===== config.mk =====
export PLATFORM = sky130hd
export DESIGN_NAME = hfcf_async_framer
export DESIGN_NICKNAME = d
export VERILOG_FILES = /design/src/hfcf_pkg.sv /design/src/hfcf_async_framer.sv /design/src/hfcf_fifo.sv
export VERILOG_INCLUDE_DIRS = /design/src
export SDC_FILE = /design/constraint.sdc
export NUM_CORES = 1
export LEC_CHECK = 0
export BUFFER_PORTS_ARGS = -buffer_cell sky130_fd_sc_hd__buf_2
export CORE_ASPECT_RATIO = 0.6
export CORE_MARGIN = 2
export CORE_UTILIZATION = 36
export DETAILED_ROUTE_END_ITERATION = 8
export GPL_ROUTABILITY_DRIVEN = 0
export GPL_TIMING_DRIVEN = 0
export PLACE_DENSITY = 0.57
export SKIP_LAST_GASP = 1
export SLEW_MARGIN = 20
export SYNTH_ARGS = -nofsm -noshare
export SYNTH_HDL_FRONTEND = slang
export SYNTH_SLANG_ARGS = --single-unit
export TNS_END_PERCENT = 20

===== constraint.sdc =====
create_clock -name sys_clk -period 13.5 [get_ports sys_clk]
set_input_delay 2.7 -clock sys_clk [delete_from_list [all_inputs] [get_ports sys_clk]]
set_output_delay 2.7 -clock sys_clk [all_outputs]
set_load 0.02 [all_outputs]

===== src/hfcf_defines.svh =====
// offsets, field positions, reset values and counts of the async character framer
`ifndef HFCF_DEFINES_SVH
`define HFCF_DEFINES_SVH

`define HFCF_ADDR_W        8
`define HFCF_OFF_CTRL      8'h00
`define HFCF_OFF_CFG       8'h04
`define HFCF_OFF_STAT      8'h08
`define HFCF_OFF_PARAM0    8'h0c
`define HFCF_OFF_PARAM1    8'h10
`define HFCF_OFF_OVR       8'h14

`define HFCF_CTRL_TX_START 0
`define HFCF_CTRL_RX_ARM   1

`define HFCF_CFG_DATA_LO   0
`define HFCF_CFG_DATA_HI   1
`define HFCF_CFG_PAR_EN    2
`define HFCF_CFG_PAR_NEG   3
`define HFCF_CFG_TWO_STOP  4
`define HFCF_CFG_RATE_LO   5
`define HFCF_CFG_RATE_HI   6
`define HFCF_CFG_DEG_LO    7
`define HFCF_CFG_DEG_HI    8
`define HFCF_CFG_RESET     9'h000

`define HFCF_OVR_ENC_LO    0
`define HFCF_OVR_ENC_HI    13
`define HFCF_OVR_FILL_LO   16
`define HFCF_OVR_FILL_HI   18
`define HFCF_OVR_RESET     32'h0000_1a94

`define HFCF_EOM_MIN       4'ha
`define HFCF_MIN_DATA      4'h5
`define HFCF_FIFO_DEPTH    16

`endif


===== src/hfcf_pkg.sv =====
// types shared by the async character framer, its source model and bench
package hfcf_pkg;

	typedef enum logic [1:0] {RATE_75, RATE_150, RATE_300, RATE_600} hfcf_rate_t;

	typedef struct packed {
		logic [1:0] degSel;
		hfcf_rate_t rate;
		logic       twoStop;
		logic       parNeg;
		logic       parEn;
		logic [1:0] dataSel;
	} hfcf_cfg_t;

	typedef struct packed {
		logic [7:0]  degree;
		logic [9:0]  superBlk;
		logic [13:0] encBits;
		logic [2:0]  fill;
		logic [8:0]  seqLen;
	} hfcf_param_t;

	typedef struct packed {
		logic        last;
		logic [11:0] chr;
	} hfcf_src_t;

	typedef enum logic [1:0] {TX_IDLE, TX_LOAD, TX_FILL, TX_SHIFT} hfcf_tx_state_t;

endpackage


===== src/hfcf_async_framer.sv =====
// async character framer: modulator packing and demodulator unpacking with apb registers
`timescale 1ns/1ns
`default_nettype none
`include "hfcf_defines.svh"

// Functional notes
// - character formats of 7 to 12 bits
// - positive or negative parity selectable
// - insert null when source buffer runs dry
// - null has space data, mark framing
// - receiver drops null characters
// - append end-of-message characters after last character
// - end-of-message character is all mark
// - at least ten, then until block full
// - receiver stops output on end-of-message
// - four interleaving degrees with sequence lengths
// - whole characters between framing sequences
// - fill bits equal encoded minus source bits
// - fill bits come first in each block
// - 75 b/s 7-bit degrees 1,5,12,35
// - 150 b/s 7-bit degrees 1,9,27,81
// - strip framing before coding, regenerate after
// - flow control pauses source on overflow
module hfcf_async_framer #(
	parameter int FIFO_DEPTH = `HFCF_FIFO_DEPTH
) (
	input  wire logic                    sys_clk,
	input  wire logic                    sys_rst,
	input  wire logic                    psel,
	input  wire logic                    penable,
	input  wire logic                    pwrite,
	input  wire logic [`HFCF_ADDR_W-1:0] paddr,
	input  wire logic [31:0]             pwdata,
	output logic      [31:0]             prdata,
	output logic                         pready,
	output logic                         pslverr,
	input  wire hfcf_pkg::hfcf_src_t     srcIn,
	input  wire logic                    srcValid,
	output logic                         srcReady,
	output logic                         encBit,
	output logic                         encValid,
	output logic                         encFirst,
	input  wire logic                    encReady,
	input  wire logic                    decBit,
	input  wire logic                    decValid,
	input  wire logic                    decFirst,
	output logic      [11:0]             rxChar,
	output logic                         rxValid,
	output logic                         rxEnded
);
	hfcf_pkg::hfcf_cfg_t      cfg_r;
	hfcf_pkg::hfcf_param_t    tblParam;
	hfcf_pkg::hfcf_param_t    param;
	hfcf_pkg::hfcf_src_t      fifoOut;
	hfcf_pkg::hfcf_tx_state_t txState_r;
	logic                     tblHit;
	logic [31:0]              ovr_r;
	logic [31:0]              prdata_r;
	logic [31:0]              rdData;
	logic                     mapped;
	logic                     wrEn;
	logic [3:0]               dataLen;
	logic [3:0]               charLen;
	logic [11:0]              lenMask;
	logic [11:0]              dataMask;
	logic [11:0]              parMask;
	logic [11:0]              frameMask;
	logic                     fifoValid;
	logic                     fifoPop;
	logic                     txBusy;
	logic                     encXfer;
	logic [11:0]              txSr_r;
	logic [3:0]               txBitCnt_r;
	logic [13:0]              blkCnt_r;
	logic [3:0]               eomCnt_r;
	logic                     lastSeen_r;
	logic                     fillDone_r;
	logic [15:0]              nullCnt_r;
	logic                     rxArmed_r;
	logic                     rxEnded_r;
	logic [13:0]              rxPos_r;
	logic [3:0]               rxBit_r;
	logic [11:0]              rxSr_r;
	logic [13:0]              rxCurPos;
	logic [11:0]              rxWord;
	logic [11:0]              rxRegen;

	function automatic hfcf_pkg::hfcf_param_t mk(
		input logic [7:0]  deg,
		input logic [9:0]  sb,
		input logic [13:0] enc,
		input logic [2:0]  fill,
		input logic [8:0]  seq
	);
		mk = '{degree: deg, superBlk: sb, encBits: enc, fill: fill, seqLen: seq};
	endfunction

	// character layout from the format fields
	always_comb
	begin
		dataLen   = `HFCF_MIN_DATA + {2'b00, cfg_r.dataSel};
		charLen   = 4'h1 + dataLen + {3'b000, cfg_r.parEn} + {3'b000, cfg_r.twoStop} + 4'h1;
		lenMask   = ~(12'hfff << charLen);
		dataMask  = (~(12'hfff << dataLen)) << 1;
		parMask   = cfg_r.parEn ? (12'h001 << (dataLen + 4'h1)) : 12'h000;
		frameMask = lenMask & ~dataMask;
	end

	// operational parameters per rate, length and degree
	always_comb
	begin
		tblHit   = 1'b1;
		tblParam = '0;
		if (cfg_r.rate == hfcf_pkg::RATE_75)
		begin
			case ({charLen, cfg_r.degSel})
				6'h1c: tblParam = mk(8'h01, 10'h237, 14'h1a94, 3'h0, 9'h0fc);
				6'h1d: tblParam = mk(8'h05, 10'h0bd, 14'h2c4c, 3'h0, 9'h1a4);
				6'h1e: tblParam = mk(8'h0c, 10'h054, 14'h2f40, 3'h0, 9'h1c0);
				6'h1f: tblParam = mk(8'h23, 10'h012, 14'h1d88, 3'h0, 9'h118);
				6'h20: tblParam = mk(8'h01, 10'h240, 14'h1b00, 3'h0, 9'h100);
				6'h21: tblParam = mk(8'h04, 10'h0ea, 14'h2be0, 3'h0, 9'h1a0);
				6'h22: tblParam = mk(8'h0c, 10'h04b, 14'h2a30, 3'h0, 9'h190);
				6'h23: tblParam = mk(8'h24, 10'h010, 14'h1b00, 3'h0, 9'h100);
				6'h24: tblParam = mk(8'h01, 10'h237, 14'h1a94, 3'h0, 9'h0fc);
				6'h25: tblParam = mk(8'h04, 10'h0fc, 14'h2f40, 3'h0, 9'h1c0);
				6'h26: tblParam = mk(8'h0c, 10'h054, 14'h2f40, 3'h0, 9'h1c0);
				6'h27: tblParam = mk(8'h24, 10'h010, 14'h1b00, 3'h0, 9'h100);
				6'h28: tblParam = mk(8'h01, 10'h249, 14'h1b6c, 3'h0, 9'h104);
				6'h29: tblParam = mk(8'h04, 10'h0f2, 14'h2d60, 3'h6, 9'h1a0);
				6'h2a: tblParam = mk(8'h0c, 10'h04b, 14'h2a30, 3'h0, 9'h190);
				6'h2b: tblParam = mk(8'h23, 10'h012, 14'h1d88, 3'h0, 9'h118);
				6'h2c: tblParam = mk(8'h01, 10'h252, 14'h1bd8, 3'h0, 9'h108);
				6'h2d: tblParam = mk(8'h04, 10'h104, 14'h30c0, 3'h6, 9'h1c0);
				6'h2e: tblParam = mk(8'h0b, 10'h063, 14'h330c, 3'h0, 9'h1e4);
				6'h2f: tblParam = mk(8'h21, 10'h012, 14'h1bd8, 3'h0, 9'h108);
				6'h30: tblParam = mk(8'h01, 10'h237, 14'h1a94, 3'h0, 9'h0fc);
				6'h31: tblParam = mk(8'h04, 10'h105, 14'h30f0, 3'h0, 9'h1d0);
				6'h32: tblParam = mk(8'h0c, 10'h054, 14'h2f40, 3'h0, 9'h1c0);
				6'h33: tblParam = mk(8'h24, 10'h010, 14'h1b00, 3'h0, 9'h100);
				default: tblHit = 1'b0;
			endcase
		end
		else if (cfg_r.rate == hfcf_pkg::RATE_150 && charLen == 4'h7)
		begin
			case (cfg_r.degSel)
				2'h0: tblParam = mk(8'h01, 10'h237, 14'h1a94, 3'h0, 9'h0fc);
				2'h1: tblParam = mk(8'h09, 10'h070, 14'h2f40, 3'h0, 9'h1c0);
				2'h2: tblParam = mk(8'h1b, 10'h023, 14'h2c4c, 3'h0, 9'h1a4);
				default: tblParam = mk(8'h51, 10'h007, 14'h1a94, 3'h0, 9'h0fc);
			endcase
		end
		else
			tblHit = 1'b0;
	end

	always_comb
	begin
		param = tblParam;
		if (!tblHit)
		begin
			param         = '0;
			param.encBits = ovr_r[`HFCF_OVR_ENC_HI:`HFCF_OVR_ENC_LO];
			param.fill    = ovr_r[`HFCF_OVR_FILL_HI:`HFCF_OVR_FILL_LO];
		end
	end

	// apb slave: no wait states; read data is captured into a flop in the setup phase
	assign wrEn    = psel && penable && pwrite;
	assign pready  = psel && penable;
	assign pslverr = psel && penable && !mapped;
	assign prdata  = prdata_r;
	assign txBusy  = (txState_r != hfcf_pkg::TX_IDLE);

	always_comb
	begin
		mapped = 1'b1;
		rdData = 32'h0000_0000;
		case (paddr)
			`HFCF_OFF_CTRL:   rdData = 32'h0000_0000;
			`HFCF_OFF_CFG:    rdData = {23'h000000, cfg_r};
			`HFCF_OFF_STAT:   rdData = {nullCnt_r, 8'h00, charLen, tblHit, rxEnded_r,
				rxArmed_r, txBusy};
			`HFCF_OFF_PARAM0: rdData = {5'h00, param.seqLen, param.superBlk, param.degree};
			`HFCF_OFF_PARAM1: rdData = {13'h0000, param.fill, 2'h0, param.encBits};
			`HFCF_OFF_OVR:    rdData = ovr_r;
			default:          mapped = 1'b0;
		endcase
	end

	always_ff @(posedge sys_clk)
	begin
		if (sys_rst)
			prdata_r <= 32'h0000_0000;
		else if (psel && !penable)
			prdata_r <= rdData;
	end

	always_ff @(posedge sys_clk)
	begin
		if (sys_rst)
		begin
			cfg_r <= `HFCF_CFG_RESET;
			ovr_r <= `HFCF_OVR_RESET;
		end
		else if (wrEn && !txBusy)
		begin
			if (paddr == `HFCF_OFF_CFG)
				cfg_r <= pwdata[8:0];
			if (paddr == `HFCF_OFF_OVR)
				ovr_r <= pwdata & 32'h0007_3fff;
		end
	end

	hfcf_fifo #(
		.WIDTH ($bits(hfcf_pkg::hfcf_src_t)),
		.DEPTH (FIFO_DEPTH)
	) u_fifo (
		.sys_clk  (sys_clk),
		.sys_rst  (sys_rst),
		.inData   (srcIn),
		.inValid  (srcValid),
		.inReady  (srcReady),
		.outData  (fifoOut),
		.outValid (fifoValid),
		.outReady (fifoPop)
	);

	// modulator: fill bits, then whole characters until the block is full
	assign encXfer  = encValid && encReady;
	assign encValid = (txState_r == hfcf_pkg::TX_FILL) || (txState_r == hfcf_pkg::TX_SHIFT);
	assign encBit   = txSr_r[0];
	assign encFirst = encValid && (blkCnt_r == 14'h0000);
	assign fifoPop  = (txState_r == hfcf_pkg::TX_LOAD) && !lastSeen_r && fifoValid
		&& !(blkCnt_r == 14'h0000 && param.fill != 3'h0 && !fillDone_r);

	always_ff @(posedge sys_clk)
	begin
		if (sys_rst)
		begin
			txState_r  <= hfcf_pkg::TX_IDLE;
			txSr_r     <= 12'h000;
			txBitCnt_r <= 4'h0;
			eomCnt_r   <= 4'h0;
			lastSeen_r <= 1'b0;
			fillDone_r <= 1'b0;
		end
		else
		begin
			case (txState_r)
				hfcf_pkg::TX_IDLE:
				begin
					if (wrEn && paddr == `HFCF_OFF_CTRL && pwdata[`HFCF_CTRL_TX_START])
					begin
						txState_r  <= hfcf_pkg::TX_LOAD;
						eomCnt_r   <= 4'h0;
						lastSeen_r <= 1'b0;
						fillDone_r <= 1'b0;
					end
				end
				hfcf_pkg::TX_LOAD:
				begin
					if (eomCnt_r >= `HFCF_EOM_MIN && blkCnt_r == 14'h0000)
						txState_r <= hfcf_pkg::TX_IDLE;
					else if (blkCnt_r == 14'h0000 && param.fill != 3'h0 && !fillDone_r)
					begin
						txSr_r     <= 12'h000;
						txBitCnt_r <= {1'b0, param.fill};
						fillDone_r <= 1'b1;
						txState_r  <= hfcf_pkg::TX_FILL;
					end
					else
					begin
						fillDone_r <= 1'b0;
						txBitCnt_r <= charLen;
						txState_r  <= hfcf_pkg::TX_SHIFT;
						if (lastSeen_r)
						begin
							txSr_r <= lenMask;
							if (eomCnt_r != 4'hf)
								eomCnt_r <= eomCnt_r + 4'h1;
						end
						else if (fifoValid)
						begin
							txSr_r     <= fifoOut.chr & dataMask;
							lastSeen_r <= fifoOut.last;
						end
						else
							txSr_r <= frameMask;
					end
				end
				hfcf_pkg::TX_FILL, hfcf_pkg::TX_SHIFT:
				begin
					if (encXfer)
					begin
						txSr_r     <= txSr_r >> 1;
						txBitCnt_r <= txBitCnt_r - 4'h1;
						if (txBitCnt_r == 4'h1)
							txState_r <= hfcf_pkg::TX_LOAD;
					end
				end
				default: txState_r <= hfcf_pkg::TX_IDLE;
			endcase
		end
	end

	// position in the current block, wrapping at the encoded bit count
	always_ff @(posedge sys_clk)
	begin
		if (sys_rst || txState_r == hfcf_pkg::TX_IDLE)
			blkCnt_r <= 14'h0000;
		else if (encXfer)
			blkCnt_r <= (blkCnt_r + 14'h0001 >= param.encBits) ? 14'h0000
				: blkCnt_r + 14'h0001;
	end

	always_ff @(posedge sys_clk)
	begin
		if (sys_rst)
			nullCnt_r <= 16'h0000;
		else if (txState_r == hfcf_pkg::TX_LOAD && !fifoValid && !lastSeen_r
			&& nullCnt_r != 16'hffff
			&& !(blkCnt_r == 14'h0000 && param.fill != 3'h0 && !fillDone_r)
			&& !(eomCnt_r >= `HFCF_EOM_MIN && blkCnt_r == 14'h0000))
			nullCnt_r <= nullCnt_r + 16'h0001;
	end

	// demodulator: skip fill, assemble, classify and regenerate framing
	always_comb
	begin
		rxCurPos = decFirst ? 14'h0000 : rxPos_r;
		rxWord   = (rxSr_r | ({11'h000, decBit} << rxBit_r)) & lenMask;
		rxRegen  = (rxWord & dataMask) | (frameMask & ~parMask & ~12'h001);
		if (cfg_r.parEn && ((^(rxWord & dataMask)) ^ cfg_r.parNeg))
			rxRegen = rxRegen | parMask;
	end

	always_ff @(posedge sys_clk)
	begin
		if (sys_rst)
		begin
			rxArmed_r <= 1'b0;
			rxEnded_r <= 1'b0;
			rxPos_r   <= 14'h0000;
			rxBit_r   <= 4'h0;
			rxSr_r    <= 12'h000;
			rxChar    <= 12'h000;
			rxValid   <= 1'b0;
		end
		else
		begin
			rxValid <= 1'b0;
			if (wrEn && paddr == `HFCF_OFF_CTRL)
			begin
				rxArmed_r <= pwdata[`HFCF_CTRL_RX_ARM];
				rxEnded_r <= 1'b0;
				rxBit_r   <= 4'h0;
				rxSr_r    <= 12'h000;
			end
			else if (decValid && rxArmed_r && !rxEnded_r)
			begin
				rxPos_r <= rxCurPos + 14'h0001;
				if (rxCurPos < {11'h000, param.fill})
				begin
					rxBit_r <= 4'h0;
					rxSr_r  <= 12'h000;
				end
				else if ((decFirst ? 4'h0 : rxBit_r) == charLen - 4'h1)
				begin
					rxBit_r <= 4'h0;
					rxSr_r  <= 12'h000;
					if (rxWord == lenMask)
						rxEnded_r <= 1'b1;
					else if (rxWord != frameMask)
					begin
						rxChar  <= rxRegen;
						rxValid <= 1'b1;
					end
				end
				else if (decFirst)
				begin
					rxBit_r <= 4'h1;
					rxSr_r  <= {11'h000, decBit};
				end
				else
				begin
					rxBit_r <= rxBit_r + 4'h1;
					rxSr_r  <= rxWord;
				end
			end
		end
	end

	assign rxEnded = rxEnded_r;
endmodule
`default_nettype wire


===== src/hfcf_fifo.sv =====
// flip-flop fifo with valid/ready on both sides
`timescale 1ns/1ns
`default_nettype none
module hfcf_fifo #(
	parameter int WIDTH = 13,
	parameter int DEPTH = 16
) (
	input  wire logic             sys_clk,
	input  wire logic             sys_rst,
	input  wire logic [WIDTH-1:0] inData,
	input  wire logic             inValid,
	output logic                  inReady,
	output logic      [WIDTH-1:0] outData,
	output logic                  outValid,
	input  wire logic             outReady
);
	localparam int AW = $clog2(DEPTH);

	logic [WIDTH-1:0] mem [DEPTH];
	logic [AW-1:0]    wrPtr_r;
	logic [AW-1:0]    rdPtr_r;
	logic [AW:0]      count_r;
	logic             push;
	logic             pop;

	assign inReady  = (count_r != DEPTH[AW:0]);
	assign outValid = (count_r != '0);
	assign outData  = mem[rdPtr_r];
	assign push     = inValid && inReady;
	assign pop      = outValid && outReady;

	always_ff @(posedge sys_clk)
	begin
		if (push)
			mem[wrPtr_r] <= inData;
	end

	always_ff @(posedge sys_clk)
	begin
		if (sys_rst)
		begin
			wrPtr_r <= '0;
			rdPtr_r <= '0;
			count_r <= '0;
		end
		else
		begin
			if (push)
				wrPtr_r <= (wrPtr_r == AW'(DEPTH - 1)) ? '0 : wrPtr_r + 1'b1;
			if (pop)
				rdPtr_r <= (rdPtr_r == AW'(DEPTH - 1)) ? '0 : rdPtr_r + 1'b1;
			if (push && !pop)
				count_r <= count_r + 1'b1;
			else if (pop && !push)
				count_r <= count_r - 1'b1;
		end
	end
endmodule
`default_nettype wire


# == Word level (Yosys, flattened, before mapping) ==
# Memories as Yosys holds them, arrays and structs flattened. A register that Yosys moved wholly into a read port is not among the register bits.
# Index checks and enable logic that the tools add are counted.
# totals
reg_bits,170
mem_bits_ro,0
mem_bits_rw,208
n_memories,1
latchBits,0
output_inout_bits,52
elab_cells,254
inputBits,63
# mem_list
name,words,width,rd,rd_ports_with_merged_regs,write_ports,line,rtl
u_fifo.mem,16,13,1,1,1,hfcf_fifo.sv:19,logic [WIDTH-1:0] mem [DEPTH];
# op_classes
n_div,0
mux,61
n_reduce_logical,73
bitwise,18
shifts,4
eq_ne,52
n_lt_le_gt_ge,3
addsub,16
multipliers,0
# ops
operator,n
$pmux 42 s16,1
$pmux 32 s5,1
$pmux 43 s3,1
$eq 6x6->1 const B,20
$mux 12,10
$mux 44,2
$mux 4,16
$and 12x12->12,5
$mux 43,1
$not 12->12,3
$or 12x12->12,3
$add 14x1->14 const B,2
$logic_and 1x1->1,28
$mux 14,2
$add 4x1->4 const B,6
$eq 6x5->1 const B,4
$pmux 12 s2,1
$reduce_or 24->1,1
$add 16x1->16 const B,1
$eq 8x4->1 const B,2
$eq 8x5->1 const B,2
$ne 16x16->1 const B,1
$pmux 4 s2,2
$mux 1,15
47 further kinds,97

# == Logic depth before layout (Yosys ltp) ==
# logic_depth
depth_word,19
ltp_mapped,26
ltp_nobuf,23

# == Cells and area by module ==
# From an unflattened synthesis, not the netlist that was laid out.
# unflattened
hier_cells,1743
hier_area_um2,19049.5
# modules_own_cells
mod,n_inst,area_per_inst_um2,seq_area_each_um2,cells_per_inst
hfcf_async_framer,1,10306.1,3143.0,1311
hfcf_fifo,1,8743.4,6586.3,432

# == Least setup slack after synthesis ==
# OpenSTA, ideal clock, no wires.
# synth_timing
kind,input port to output port
from,input paddr[0]
to,output pslverr
t_arrival_ps,3829
n_path_buf,0
required_time_ps,10800
path_slack_ps,6971
stages,3
cell_sequence,or4_1 -> nor2_1 -> a21boi_0
# synth_via
elab_chain_cells,5
word_cells_on_any_way,10
cone_classes,eq/ne: 5; mux: 1; reduce/logical: 4
# synth_rtl
item,line,rtl
from (decl),hfcf_async_framer.sv:32,"input wire logic [`HFCF_ADDR_W-1:0] paddr,"
"$eq 8x3->1, or another cell as far along",hfcf_async_framer.sv:179,case (paddr)
$reduce_or 6->1 (no source line) *,--,
$mux 1 *,hfcf_async_framer.sv:179,
$logic_not 1->1 *,hfcf_async_framer.sv:171,assign pslverr = psel && penable && !mapped;
$logic_and 1x1->1 *,hfcf_async_framer.sv:171,
to (decl),hfcf_async_framer.sv:36,"output logic pslverr,"
# Every way passes the cells marked *; elsewhere a longest branch is shown, timed or not.

# == Worst setup path in the final report ==
# layout_timing
from,register cfg_r[0] in the netlist's numbering
to,register blkCnt_r[11]
# layout_via
elab_chain_cells,12
word_cells_on_any_way,46
cone_classes,add/sub: 5; order compare: 1; eq/ne: 25; mux: 8; reduce/logical: 7
# layout_rtl
item,line,rtl
from (decl),hfcf_async_framer.sv:51,hfcf_pkg::hfcf_cfg_t cfg_r;
from (signal assigned),hfcf_async_framer.sv:203,cfg_r <= `HFCF_CFG_RESET;
from (signal assigned),hfcf_async_framer.sv:209,cfg_r <= pwdata[8:0];
$add 3x2->4 (no source line) *,--,
$add 4x1->4 * (4 in a row),hfcf_async_framer.sv:102,"charLen = 4'h1 + dataLen + {3'b000, cfg_r.parEn} + {3'b000, cfg_r.twoStop} + 4'h1;"
"$eq 6x6->1, or another cell as far along",hfcf_async_framer.sv:116,"case ({charLen, cfg_r.degSel})"
"$reduce_or 3->1 (no source line), or another cell as far along",--,
"$pmux 42 s16, or another cell as far along",hfcf_async_framer.sv:116,
$mux 44 / $mux 1 (equally long branches),hfcf_async_framer.sv:114,if (cfg_r.rate == hfcf_pkg::RATE_75)
$mux 44 *,hfcf_async_framer.sv:160,if (!tblHit)
$ge 14x14->1 *,hfcf_async_framer.sv:313,blkCnt_r <= (blkCnt_r + 14'h0001 >= param.encBits) ? 14'h0000
$mux 14 *,hfcf_async_framer.sv:313,
to (signal assigned),hfcf_async_framer.sv:313,
to (decl),hfcf_async_framer.sv:74,logic [13:0] blkCnt_r;
# Marked as above.
# A chain may end at the register's enable or synchronous reset.

==> results.toml <==
[run_status]
outcome = "finished, final reports clean"

[logic_synthesis]
syn_nets = 1803
ys_seq_area_frac = 0.4859
synth.largest_area_cell = "edfxtp_1"
ys_seq_elements = 334
syn-cell-area_sq_um = 17060
yosysTopAreaCellShare = 0.2817
yosysWarnings = 0
yosysUniqueCellTypes = 77
synthTopCellsByArea = "edfxtp_1, dfxtp_1, mux4_2"
synth_edf_count = 160
avgSynthCellArea_sq_um = 10.16
synth_flop_cell = "dfxtp_1"
ys_async_sr_fraction = 0
postSynthCellCount = 1679

[die]
io-pin-count = 115
rows = 61
initial_utilization = 0.3664
die_w_um = 285.0
die-area_sq_um = 49190
fp.dieH_um = 172.6
coreArea_sq_um = 46560

[sta]
worstMarginPinSlew_ns = 1.203
hold_viol_final = 0
min_period_ns = 8.900
skew_ns = 0.02407
setup_viol = 0
fin_crit_sh = 0.6593
rsz0062_at_grt = "no"
setup_tns_ns = 0
whs_ns = 0.4513
relSlewSlack = 0.1981
maxSlewViolCount = 0
fmax_ghz = 0.1124

[final_layout]
layout_common_cells = "dfxtp_1, nand2_1, edfxtp_1"
fin_nets = 1939
multiInputGateArea_sq_um = 8247
fillers = 4467
area_growth_pct = 15.18
layout-drive-gt1-share = 0.1374
stdcell_area_sq_um = 19650
seqCellArea_sq_um = 8288
final_common_cell = "dfxtp_1"

[place]
io_buffers = 94
post_dp_cell_area_sq_um = 18410
dp_hpwl_um = 42590

[worst_setup_path]
path_max_fanout = 10
crit_type = "reg2reg"
crit_required_ns = 13.99
endpoint_kind = "flop"
startpoint = "cfg_r[0]$_SDFFE_PP0P_"
r2r_start = "cfg_r[0]$_SDFFE_PP0P_"
cp-start-kind = "flop"
crit_arrival_ns = 9.39

[cts]
cts_hold_buf = 0
cts-root-buf = "clkbuf_16"
cts_setup_buffers = 0
clk-insertion-delay-late_ns = 0.55
cts_sinks = 334
clk_pin_slew_worst_paths_ns = 0.07
h-tree-depth = 2
numCtsBuffers = 35
post_cts_resize_count = 0
cts_tree = "done"
cts_max_path_buffers = 3

[routing]
drt-initial-drc-count = 1986
post-route-drc-count = 0
detail_route.wl_per_cell_um = 23.14
drt_first_pass_iters = 8
drt-total-wl_um = 57290
antenna_left = 0
num_vias = 14690
vias_per_cell = 5.935

[job]
maxCapViolCount = 0

[power]
peakVddDrop_v = 0.00007808
power.leakage_nw = 6.863
powerDensity_nw_per_um2 = 115.8

[grt]
grt_pass1_wl_um = 84870
antenna_found_initial = 8
grt_usage = 0.2265
grt_max_degree = 17
gr-total-overflow = 0
grt_pass1_vias = 13400

[hold_path]
hold_class = "reg2reg"
hp-start = "prdata[16]$_SDFFE_PP0P_"
-- stage by stage --
step / power, W / utilization / worst slack (ns) / instances
global route: 0.002356 / 0.4218 / 4.390 / 2473
CTS: 0.002296 / 0.4216 / 5.118 / 2472
detailed placement: 0.001250 / 0.3953 / 5.143 / 2408
finish: 0.002276 / 0.4220 / 4.600 / 2476
floorplan: 0.001190 / - / 6.971 / 1679
global placement: 0.001244 / 0.3934 / 5.156 / 2403
-- registers in the layout (all words and copies together) (netlist names), 14 cells and up, named ones only --
register,cells
ovr_r,17
nullCnt_r,16
blkCnt_r,14
prdata,32
rxPos_r,14
u_fifo.mem,160
-- final timing paths --
check                              end  slack [ns]  cells past startpoint
max          blkCnt_r[11]$_SDFFE_PP0P_        4.60                     24
min            prdata[16]$_SDFFE_PP0P_        0.45                      2
max reg2reg  blkCnt_r[11]$_SDFFE_PP0P_        4.60                     24
min reg2reg    prdata[16]$_SDFFE_PP0P_        0.45                      2
-- logic make-up (layout without fill, tap and decap cells) --
| logic type | Yosys count | after routing | share of synthesized area |
|---|---|---|---|
| and+or+nand+nor | 613 | 613 | 0.1740 |
| AOI/OAI and AO/OA | 402 | 402 | 0.1552 |
| DFF | 334 | 334 | 0.4859 |
| buffers and inverters | 144 | 307 | 0.03360 |
| muxes | 82 | 82 | 0.08238 |
| adders and majority gates | 61 | 61 | 0.04563 |
| xor gates and xnor gates | 43 | 43 | 0.02333 |
| other | 0 | 4 | 0 |
-- cells in the mapped netlist, drive strengths merged (10+ instances only) --
master / number
nand2b: 15
mux4: 46
a221oi: 23
nand2: 160
or4: 12
o21ai: 77
nand3b: 10
o31ai: 10
buf: 17
and2: 15
nor3: 65
xnor2: 21
xor2: 21
clkbuf: 87
a211oi: 15
o21a: 10
a22oi: 43
nor4: 10
ha: 59
a21o: 10
edfxtp: 160
a21oi: 122
and3: 24
mux2i: 29
or2: 10
nor2b: 33
nand4: 16
inv: 40
nor2: 167
a31oi: 16
nand3: 49
dfxtp: 174
-- critical path, cell delays in order, from the launching register on --
cell and delay, ns:
dfxtp_1 0.65, inv_1 0.22, ha_1 0.49, xnor2_1 0.22, fa_1 1.05, inv_1 0.32, ha_1 0.26, clkbuf_1 0.26
o22ai_1 0.23, and4_1 0.25, o221ai_2 0.19, o31ai_1 0.95, clkbuf_1 0.49, a41oi_1 0.13, a211oi_1 0.87, ha_1 0.40
a21o_1 0.16, a21o_1 0.16, a21o_1 0.17, a21oi_1 0.19, nor2b_1 0.18, a221o_1 0.30, clkbuf_1 0.43, a22oi_1 0.13
nor2_1 0.12
-- power by group --
part           switching [W]  leakage, nW  internal [W]
combinational      0.0000974         3.42     0.0000485
clock               0.000432        0.595      0.000613
sequential        0.00000787         2.85       0.00108
-- final cells by class --
class / count / area share
clock buffers: 43 / 0.04713
inverters: 40 / 0.007643
repair buffers: 99 / 0.02624
clock inverters: 21 / 0.01516
well taps: 630 / 0.04012
multi-input cells: 1201 / 0.4198
diodes: 4 / 0.0005095
flip-flops and latches: 334 / 0.4219
plain buffers: 104 / 0.02153
-- metal layers --
metal  global-route usage  wire length, um  up-vias
met1               0.3526            27090     7116
li1                     -                -     6582
met2               0.2833            20950      829
met5              0.01538              149        -
met3              0.09380             7862      157
met4              0.04690             1240       10
Power figures use the tool's default switching activity.
